--- config.mk ---
export PLATFORM = sky130hd
export DESIGN_NAME = tcit_top
export DESIGN_NICKNAME = d
export VERILOG_FILES = /design/src/tcit_pkg.sv /design/src/tcit_top.sv /design/src/tcit_dec.sv
export SDC_FILE = /design/constraint.sdc
export NUM_CORES = 1
export LEC_CHECK = 0
export BUFFER_PORTS_ARGS = -buffer_cell sky130_fd_sc_hd__buf_2
export CAP_MARGIN = 20
export CORE_MARGIN = 2
export CORE_UTILIZATION = 50
export DETAILED_ROUTE_END_ITERATION = 6
export PLACE_DENSITY = 0.72
export SYNTH_ARGS = -nofsm -noshare
export SYNTH_HDL_FRONTEND = slang
export SYNTH_HIERARCHICAL = 1
export SYNTH_SLANG_ARGS = --single-unit
--- constraint.sdc ---
create_clock -name clk -period 6 [get_ports clk]
set_input_delay 0.3 -clock clk [delete_from_list [all_inputs] [get_ports clk]]
set_output_delay 0.3 -clock clk [all_outputs]
set_load 0.05 [all_outputs]
--- src/tcit_pkg.sv ---
// Contract
// - three independent counters, each sixteen bits wide and separately configured.
// - divisors from 2 to 65535 are accepted; software programs only that range.
// - four byte locations: offsets 0..2 counter data ports, offset 3 control word.
// - data port writes load divisor bytes; data port reads return count bytes.
// - configuration is set only by a control word write, before the divisor.
// - control word: selector 7:6 (11 read-back), access 5:4, mode 3:1, decimal 0.
// - access 00 latches count, 01 low byte, 10 high byte, 11 low then high.
// - mode field picks terminal count, one-shot, rate, square, software or hardware strobe.
// - decimal flag clear counts binary sixteen bit, set counts four decimal digits.
package tcit_pkg;

    // ----------------------------------------------------------------
    // sizes and register offsets
    // ----------------------------------------------------------------
    localparam int NUM_CH = 3;
    localparam int CNT_W = 16;
    localparam int BYTE_W = 8;
    localparam logic [1:0] OFS_CH0 = 2'h0;
    localparam logic [1:0] OFS_CH1 = 2'h1;
    localparam logic [1:0] OFS_CH2 = 2'h2;
    localparam logic [1:0] OFS_CTL = 2'h3;

    // ----------------------------------------------------------------
    // control word fields
    // ----------------------------------------------------------------
    localparam logic [1:0] SEL_READBACK = 2'h3;
    localparam int RB_COUNT_N_POS = 5;
    localparam int RB_CH0_POS = 1;

    // ----------------------------------------------------------------
    // reset values and constants
    // ----------------------------------------------------------------
    localparam logic [15:0] COUNT_RST = 16'h0000;
    localparam logic [7:0] RDATA_RST = 8'h00;
    localparam logic [7:0] CTL_READ_VAL = 8'h00;
    localparam logic OUT_RST = 1'b0;
    localparam logic [15:0] CNT_ONE = 16'h0001;
    localparam logic [15:0] CNT_TWO = 16'h0002;
    localparam logic [15:0] DIV_MIN = 16'h0002;
    localparam logic [15:0] DIV_MAX = 16'hFFFF;
    localparam logic [1:0] DEC_ONE = 2'h1;
    localparam logic [1:0] DEC_TWO = 2'h2;
    localparam logic [1:0] DEC_THREE = 2'h3;
    localparam logic [4:0] BCD_TEN = 5'h0A;

    // ----------------------------------------------------------------
    // types
    // ----------------------------------------------------------------
    typedef enum logic [1:0] {
        ACC_LATCH = 2'b00,
        ACC_LOW = 2'b01,
        ACC_HIGH = 2'b10,
        ACC_WORD = 2'b11
    } tcit_access_e;

    typedef enum logic [2:0] {
        MODE_TC = 3'b000,
        MODE_ONESHOT = 3'b001,
        MODE_RATE = 3'b010,
        MODE_SQUARE = 3'b011,
        MODE_SWSTROBE = 3'b100,
        MODE_HWSTROBE = 3'b101
    } tcit_mode_e;

    typedef struct packed {
        logic counter_select_high;
        logic counter_select_low;
        logic access_format_high;
        logic access_format_low;
        logic count_mode_bit2;
        logic count_mode_bit1;
        logic count_mode_bit0;
        logic decimal;
    } tcit_ctl_s;

    typedef struct packed {
        logic wr;
        logic rd;
        logic [1:0] addr;
        logic [7:0] wdata;
    } tcit_host_s;

endpackage

--- src/tcit_top.sv ---
`timescale 1ns/1ps
module tcit_top
    import tcit_pkg::*;
(
    input wire logic clk,
    input wire logic srst,
    input wire logic ce,
    input wire tcit_host_s host_req,
    output logic [7:0] host_rdata,
    input wire logic [2:0] count_clk,
    input wire logic [2:0] gate,
    output logic [2:0] timer_out
);

    // ----------------------------------------------------------------
    // control word decode
    // ----------------------------------------------------------------
    tcit_ctl_s ctl;
    logic [1:0] ctl_sel;
    tcit_access_e ctl_acc;
    tcit_mode_e ctl_mode;
    logic ctl_wr;
    logic readback;
    logic [7:0] rd_byte [NUM_CH];
    logic [7:0] rdata_ff;

    assign ctl = host_req.wdata;
    assign ctl_sel = {ctl.counter_select_high, ctl.counter_select_low};
    assign ctl_acc = tcit_access_e'({ctl.access_format_high, ctl.access_format_low});
    // the top mode bit is a don't care for rate and square
    assign ctl_mode = ctl.count_mode_bit1 ? tcit_mode_e'({1'b0, ctl.count_mode_bit1, ctl.count_mode_bit0})
                                          : tcit_mode_e'({ctl.count_mode_bit2, 1'b0, ctl.count_mode_bit0});
    assign ctl_wr = host_req.wr && (host_req.addr == OFS_CTL);
    assign readback = ctl_wr && (ctl_sel == SEL_READBACK);

    // ----------------------------------------------------------------
    // read data register
    // ----------------------------------------------------------------
    always_ff @(posedge clk) begin
        if (srst) begin
            rdata_ff <= RDATA_RST;
        end else if (ce && host_req.rd) begin
            if (host_req.addr == OFS_CH0) begin
                rdata_ff <= rd_byte[0];
            end else if (host_req.addr == OFS_CH1) begin
                rdata_ff <= rd_byte[1];
            end else if (host_req.addr == OFS_CH2) begin
                rdata_ff <= rd_byte[2];
            end else begin
                rdata_ff <= CTL_READ_VAL; // write-only control word
            end
        end
    end

    assign host_rdata = rdata_ff;

    // ----------------------------------------------------------------
    // counter channels
    // ----------------------------------------------------------------
    for (genvar g = 0; g < NUM_CH; g++) begin : g_ch
        tcit_mode_e mode_ff;
        tcit_access_e access_ff;
        logic bcd_ff;
        logic [15:0] count_ff;
        logic [15:0] init_ff;
        logic [15:0] latch_ff;
        logic latched_ff;
        logic wr_msb_ff;
        logic rd_msb_ff;
        logic load_pend_ff;
        logic hold_ff;
        logic armed_ff;
        logic run_ff;
        logic out_ff;
        logic clk_prev_ff;
        logic gate_prev_ff;
        logic trig_ff;
        logic cfg_hit;
        logic latch_hit;
        logic data_wr;
        logic data_rd;
        logic wr_done;
        logic rd_done;
        logic tick;
        logic [1:0] dec_amt;
        logic [15:0] nxt_dec;
        logic [15:0] rd_word;

        assign cfg_hit = ctl_wr && (ctl_sel == 2'(g)) && (ctl_acc != ACC_LATCH);
        assign latch_hit = (ctl_wr && (ctl_sel == 2'(g)) && (ctl_acc == ACC_LATCH))
                         || (readback && host_req.wdata[RB_CH0_POS+g] && !host_req.wdata[RB_COUNT_N_POS]);
        assign data_wr = host_req.wr && (host_req.addr == 2'(g));
        assign data_rd = host_req.rd && (host_req.addr == 2'(g));
        assign wr_done = data_wr && ((access_ff != ACC_WORD) || wr_msb_ff);
        assign rd_done = data_rd && ((access_ff != ACC_WORD) || rd_msb_ff);
        assign tick = count_clk[g] && !clk_prev_ff;

        // square wave: odd counts lose one in the high phase and three in the low phase
        assign dec_amt = (mode_ff != MODE_SQUARE) ? DEC_ONE
                       : (!count_ff[0] ? DEC_TWO : (out_ff ? DEC_ONE : DEC_THREE));

        tcit_dec u_dec (
            .value(count_ff),
            .decimal(bcd_ff),
            .amount(dec_amt),
            .result(nxt_dec)
        );

        // ------------------------------------------------------------
        // configuration
        // ------------------------------------------------------------
        always_ff @(posedge clk) begin
            if (srst) begin
                mode_ff <= MODE_TC;
                access_ff <= ACC_LOW;
                bcd_ff <= 1'b0;
            end else if (ce && cfg_hit) begin
                mode_ff <= ctl_mode;
                access_ff <= ctl_acc;
                bcd_ff <= ctl.decimal;
            end
        end

        // ------------------------------------------------------------
        // divisor write path
        // ------------------------------------------------------------
        always_ff @(posedge clk) begin
            if (srst) begin
                init_ff <= COUNT_RST;
                wr_msb_ff <= 1'b0;
                load_pend_ff <= 1'b0;
                hold_ff <= 1'b1;
            end else if (ce) begin
                if (cfg_hit) begin
                    wr_msb_ff <= 1'b0;
                    load_pend_ff <= 1'b0;
                    hold_ff <= 1'b1; // no counting until a divisor arrives
                end else if (data_wr) begin
                    if (access_ff == ACC_LOW) begin
                        init_ff <= {8'h00, host_req.wdata};
                    end else if (access_ff == ACC_HIGH) begin
                        init_ff <= {host_req.wdata, 8'h00};
                    end else if (!wr_msb_ff) begin
                        init_ff[7:0] <= host_req.wdata;
                        wr_msb_ff <= 1'b1;
                        if (mode_ff == MODE_TC) begin
                            hold_ff <= 1'b1;
                        end
                    end else begin
                        init_ff[15:8] <= host_req.wdata;
                        wr_msb_ff <= 1'b0;
                    end
                    if (wr_done) begin
                        load_pend_ff <= 1'b1; // set wins over the tick clear
                        hold_ff <= 1'b0;
                    end
                end else if (tick) begin
                    load_pend_ff <= 1'b0;
                end
            end
        end

        // ------------------------------------------------------------
        // count read path and latch
        // ------------------------------------------------------------
        always_ff @(posedge clk) begin
            if (srst) begin
                latch_ff <= COUNT_RST;
                latched_ff <= 1'b0;
                rd_msb_ff <= 1'b0;
            end else if (ce) begin
                if (cfg_hit) begin
                    latched_ff <= 1'b0;
                    rd_msb_ff <= 1'b0;
                end else if (latch_hit) begin
                    // a second latch before reading keeps the first value
                    if (!latched_ff) begin
                        latch_ff <= count_ff;
                        latched_ff <= 1'b1;
                    end
                end else if (data_rd) begin
                    if (access_ff == ACC_WORD) begin
                        rd_msb_ff <= !rd_msb_ff;
                    end
                    if (rd_done) begin
                        latched_ff <= 1'b0;
                    end
                end
            end
        end

        assign rd_word = latched_ff ? latch_ff : count_ff;
        assign rd_byte[g] = ((access_ff == ACC_HIGH) || ((access_ff == ACC_WORD) && rd_msb_ff))
                          ? rd_word[15:8] : rd_word[7:0];

        // ------------------------------------------------------------
        // count clock and gate edges
        // ------------------------------------------------------------
        always_ff @(posedge clk) begin
            if (srst) begin
                clk_prev_ff <= 1'b0;
                gate_prev_ff <= 1'b0;
                trig_ff <= 1'b0;
            end else if (ce) begin
                clk_prev_ff <= count_clk[g];
                gate_prev_ff <= gate[g];
                if (gate[g] && !gate_prev_ff) begin
                    trig_ff <= 1'b1; // set wins over the tick clear
                end else if (tick || cfg_hit) begin
                    trig_ff <= 1'b0;
                end
            end
        end

        // ------------------------------------------------------------
        // counting and output
        // ------------------------------------------------------------
        always_ff @(posedge clk) begin
            if (srst) begin
                count_ff <= COUNT_RST;
                out_ff <= OUT_RST;
                armed_ff <= 1'b0;
                run_ff <= 1'b0;
            end else if (ce) begin
                if (cfg_hit) begin
                    out_ff <= (ctl_mode != MODE_TC);
                    armed_ff <= 1'b0;
                    run_ff <= 1'b0;
                end else begin
                    if (data_wr && (mode_ff == MODE_TC)) begin
                        out_ff <= 1'b0; // first byte drops the output at once
                    end
                    if (wr_done && ((mode_ff == MODE_ONESHOT) || (mode_ff == MODE_HWSTROBE))) begin
                        armed_ff <= 1'b1;
                    end
                    if (tick && !data_wr) begin
                        case (mode_ff)
                            MODE_TC: begin
                                if (load_pend_ff) begin
                                    count_ff <= init_ff;
                                    out_ff <= 1'b0;
                                end else if (gate[g] && !hold_ff) begin
                                    count_ff <= nxt_dec;
                                    if (count_ff == CNT_ONE) begin
                                        out_ff <= 1'b1;
                                    end
                                end
                            end
                            MODE_SWSTROBE: begin
                                if (load_pend_ff) begin
                                    count_ff <= init_ff;
                                    out_ff <= 1'b1;
                                    run_ff <= 1'b1;
                                end else if (gate[g] && !hold_ff) begin
                                    count_ff <= nxt_dec;
                                    out_ff <= !(run_ff && (count_ff == CNT_ONE));
                                    if (count_ff == CNT_ONE) begin
                                        run_ff <= 1'b0;
                                    end
                                end
                            end
                            MODE_RATE: begin
                                // divisor of one would never show a low pulse
                                if (!gate[g] || hold_ff) begin
                                    out_ff <= 1'b1;
                                end else if (load_pend_ff || (count_ff == CNT_ONE)) begin
                                    count_ff <= init_ff;
                                    out_ff <= 1'b1;
                                end else begin
                                    count_ff <= nxt_dec;
                                    out_ff <= (count_ff != CNT_TWO);
                                end
                            end
                            MODE_SQUARE: begin
                                if (!gate[g] || hold_ff) begin
                                    out_ff <= 1'b1;
                                end else if (load_pend_ff) begin
                                    count_ff <= init_ff;
                                    out_ff <= 1'b1;
                                end else if (count_ff == {14'h0000, dec_amt}) begin
                                    count_ff <= init_ff;
                                    out_ff <= !out_ff;
                                end else begin
                                    count_ff <= nxt_dec;
                                end
                            end
                            default: begin
                                // one-shot and hardware strobe start on a gate rise
                                if (trig_ff && armed_ff) begin
                                    count_ff <= init_ff;
                                    out_ff <= (mode_ff != MODE_ONESHOT);
                                    run_ff <= 1'b1;
                                end else if (run_ff) begin
                                    count_ff <= nxt_dec;
                                    if (count_ff == CNT_ONE) begin
                                        run_ff <= 1'b0;
                                        out_ff <= (mode_ff == MODE_ONESHOT);
                                    end
                                end else if (mode_ff == MODE_HWSTROBE) begin
                                    out_ff <= 1'b1;
                                end
                            end
                        endcase
                    end
                end
            end
        end

        assign timer_out[g] = out_ff;
    end

endmodule

--- src/tcit_dec.sv ---
`timescale 1ns/1ps
module tcit_dec
    import tcit_pkg::*;
(
    input wire logic [15:0] value,
    input wire logic decimal,
    input wire logic [1:0] amount,
    output logic [15:0] result
);

    // ----------------------------------------------------------------
    // binary and decimal subtract by one to three
    // ----------------------------------------------------------------
    logic [15:0] bin_res;
    logic [15:0] bcd_res;
    logic [4:0] borrow;

    assign bin_res = value - {14'h0000, amount};
    assign borrow[0] = 1'b0;

    for (genvar d = 0; d < 4; d++) begin : g_digit
        logic [4:0] diff;
        logic [4:0] fixed;
        // digit-wise borrow chain, each digit wraps at ten
        assign diff = {1'b0, value[4*d+3:4*d]} - ((d == 0) ? {3'h0, amount} : 5'h00) - {4'h0, borrow[d]};
        assign fixed = diff + BCD_TEN;
        assign borrow[d+1] = diff[4];
        assign bcd_res[4*d+3:4*d] = diff[4] ? fixed[3:0] : diff[3:0];
    end

    assign result = decimal ? bcd_res : bin_res;

endmodule

==> out/metrics.cfg <==
[die]
core_mm2=0.02695
num_rows=60
die_h_um=169.7
initial_utilization=0.5094
die_w_um=169.7
fp.dieArea_mm2=0.02880
io_pins=32

[yosys]
synth_compound_area_frac=0.2064
synth_warnings=6
synth_ff_type=dfxtp_1
synth_top_family_by_area=simple AND/OR/NAND/NOR gates
netlist_area_mm2=0.01373
synth_xor_area_frac=0.02871
yosys.area.top_type=dfxtp_1
async_flop_share=0
synth_fa_ha_area_frac=0.03718
synth-edff-count=0
synthesis.nets=1767
ys_seq_elements=203
synth_cell_types=88
yosys.area.top_type_share=0.2960
syn_avg_cell_area_um2=8.043
synth_simple_gate_area_share=0.2380
synthCells=1707
synth-seq-area-share=0.2960
synth.area.top_cells=dfxtp_1 30%, mux2i_1 6.3%, nand2_1 5.1%
synth.mux.area_fraction=0.1318

[route]
firstDrtPassIters=5
antenna_left=0
wl_per_cell_um=19.13
drt-initial-drc-count=1528
viasPerCell=6.361
drc=0
vias=12830
routed_wirelength_mm=38.58

[cells_and_area]
drive_gt1_frac=0.1134
diodes=0
layout.nets=1719
syn2layout_area_growth_pct=7.354
fin_cells=2017
fill_cells=2456

[timing]
finalCritPeriodShare=0.9357
rsz0062_at_grt=no
final_max_slew_viol_count=0
tightest_slew_ns=1.114
fmax_mhz=178.1
fin_worst_skew_ns=0.02971
slew_headroom=0.2576
finalSetupTns_ns=0
fin_crit_ns=5.614
final-setup-viol-count=0
hold_viol=0

[global_routing]
grt.total_usage=0.2615
antenna_found_initial=0
grt_pass1_vias=11710
grt_max_degree=135
grt_pass1_wl_mm=61.41
overflow=0

[worst_setup_path]
path_cells=and3b_1 > nand2_1 > ha_1 > inv_1 > fa_1 > nor3_1 > ha_1 > ha_1 > nor3b_1 > ha_1 > ha_1 > and2_1 > ha_1 > nand2b_1 > xnor2_1 > ha_1 > o2111ai_1 > a21boi_0 > mux2i_1 > mux2_2 > a211oi_1 > a221oi_1
cp.arrival_ns=5.97
crit_start=g_ch[1].mode_ff[2]$_SDFFE_PP0P_
slowest_stage=dfxtp_1
cp_common_cell=ha_1
cp_max_fo=14
end_kind=flop
r2r_start=g_ch[1].mode_ff[2]$_SDFFE_PP0P_
critPathRequiredTime_ns=6.35
critical_path_class=flop to flop
cp-start-kind=flop
cpPeakStageDelay_ns=0.58

[cts]
cts.path.max_buffers=3
clk_latency_ns=0.54
cts_tree=yes
holdBufCountCts=0
cts_root_buffer=clkbuf_16
clk_pin_slew_ns=0.06
cts_buffers=25
cts_setup_buffers=0
cts.sinks=203
htreeDepth=1

[place]
io_buffers=31
place_inst=1971
gp_congestion=0.9058
hpwl_mm=26.12

[power_and_ir_drop]
p_leak_nw=4.994
power_density_mw_per_mm2=234.8
vdd_ir_drop_max_uv=188.3

[run_status]
outcome=completed

[flow_run]
cap_viol_max_count=0

[worst_hold_path]
hold_class=primary input to flop
worstHoldStart=count_clk[2]

==> cell type report <==
type	count	area (um^2)	area share
multi-input cells	1302	8861	0.6012
flip-flops and latches	203	4065	0.2758
clock buffers	38	714.4	0.04847
well taps	341	426.7	0.02895
inverters	81	304.0	0.02063
repair buffers	46	277.8	0.01885
clock inverters	6	90.09	0.006112
==> sequential cells by signal, indices dropped and copies added, names as in the netlist, 6 cells and up <==
name            cells
g_ch.mode_ff        9
g_ch.init_ff       48
g_ch.count_ff      48
g_ch.latch_ff      48
host_rdata          8
g_ch.access_ff      6
==> cells in the mapped netlist (30+ instances only) <==
| cell type | instances |
|---|---|
| xnor2_1 | 30 |
| nand3_1 | 69 |
| a221oi_1 | 32 |
| inv_1 | 81 |
| nor3_1 | 31 |
| nand2_1 | 187 |
| nand2b_1 | 35 |
| nor2b_1 | 32 |
| a31oi_1 | 32 |
| ha_1 | 36 |
| clkbuf_1 | 97 |
| o21ai_0 | 50 |
| a21oi_1 | 110 |
| nor2_1 | 185 |
| dfxtp_1 | 203 |
| mux2_2 | 35 |
| a211oi_1 | 49 |
| mux2i_1 | 87 |
==> through the flow <==
step                worst slack [ns]  power [W]  utilization  area (um^2)  hold slack, ns
floorplan                     0.8779   0.001865            -        13730          0.4316
detailed placement            0.4578   0.001984       0.5163        13910          0.4488
global route                 0.03642   0.003589       0.5469        14740         0.03952
CTS                           0.4191   0.003468       0.5461        14720         0.02881
finish                        0.3861   0.003461       0.5469        14740         0.02984
global placement              0.7638   0.001967       0.5163        13910          0.4386
==> worst max-delay path, delay by kind of cell, from the launching register on <==
family / cells / cell delay (ns)
buffers and inverters: 1 / 0.06
AOI/OAI and AO/OA: 4 / 0.77
xor gates and xnor gates: 1 / 0.14
muxes: 2 / 0.42
DFF: 1 / 0.58
and+or+nand+nor: 6 / 1.29
adders and majority gates: 8 / 2.16
==> worst paths after layout <==
kind / slack [ns] / to / cells after the start
setup reg to reg: 0.39 / g_ch[1].count_ff[14]$_SDFFE_PP0P_ / 22
hold / removal: 0.03 / g_ch[2].clk_prev_ff$_SDFFE_PP0P_ / 3
hold reg to reg: 0.45 / g_ch[2].latch_ff[3]$_SDFFE_PP0P_ / 2
setup / recovery: 0.39 / g_ch[1].count_ff[14]$_SDFFE_PP0P_ / 22
==> kinds of logic (layout without fill, tap and decap cells) <==
| group | after synthesis | count (layout) |
|---|---|---|
| xor gates and xnor gates | 45 | 45 |
| buffers and inverters | 202 | 171 |
| adders and majority gates | 39 | 39 |
| and+or+nand+nor | 662 | 662 |
| DFF | 203 | 203 |
| muxes | 146 | 146 |
| AOI/OAI and AO/OA | 410 | 410 |
==> per-layer routing <==
metal  track usage  vias to the layer above  wire (um)
met2        0.4289                      464      17700
met5      0.001739                        -          0
met4       0.06689                        0        905
li1              -                     6106          -
met3       0.03825                       76       2713
met1        0.3616                     6185      17260
==> timing repair <==
action / in CTS / in global routing
endpoints found under the setup margin: 0 / 1
hold endpoints to repair: 0 / 0
gates resized for setup: 0 / 1
==> where the power goes <==
group          total, W  internal, W  switching [W]  leakage, nW
clock           0.00149     0.000904       0.000588        0.388
combinational  0.000566     0.000242       0.000324         2.96
sequential      0.00140      0.00137      0.0000350         1.64
total           0.00346      0.00251       0.000947         4.99
==> layout by cell type (no fill, tap or decap), types with 8 or more instances in the layout <==
cell type / netlist / final
dfxtp_1: 203 / 202
nand2_1: 187 / 187
nor2_1: 185 / 184
a21oi_1: 110 / 109
mux2i_1: 87 / 87
inv_1: 81 / 81
nand3_1: 69 / 69
o21ai_0: 50 / 50
a211oi_1: 49 / 49
ha_1: 36 / 36
nand2b_1: 35 / 35
mux2_2: 35 / 35
nor2b_1: 32 / 32
a31oi_1: 32 / 32
a221oi_1: 32 / 32
nor3_1: 31 / 30
xnor2_1: 30 / 30
buf_2: 9 / 30
clkbuf_16: 0 / 25
mux4_2: 23 / 23
nor4_1: 21 / 20
a22o_1: 19 / 19
xor2_1: 15 / 15
buf_4: 4 / 13
and2_1: 10 / 10
o21a_1: 10 / 10
a211oi_2: 10 / 10
a2bb2oi_1: 10 / 10
nand4_1: 9 / 9
or4_1: 9 / 9
clkbuf_1: 97 / 9
nor3b_1: 8 / 8
o211ai_1: 8 / 8
(Power assumes the default switching activity.)
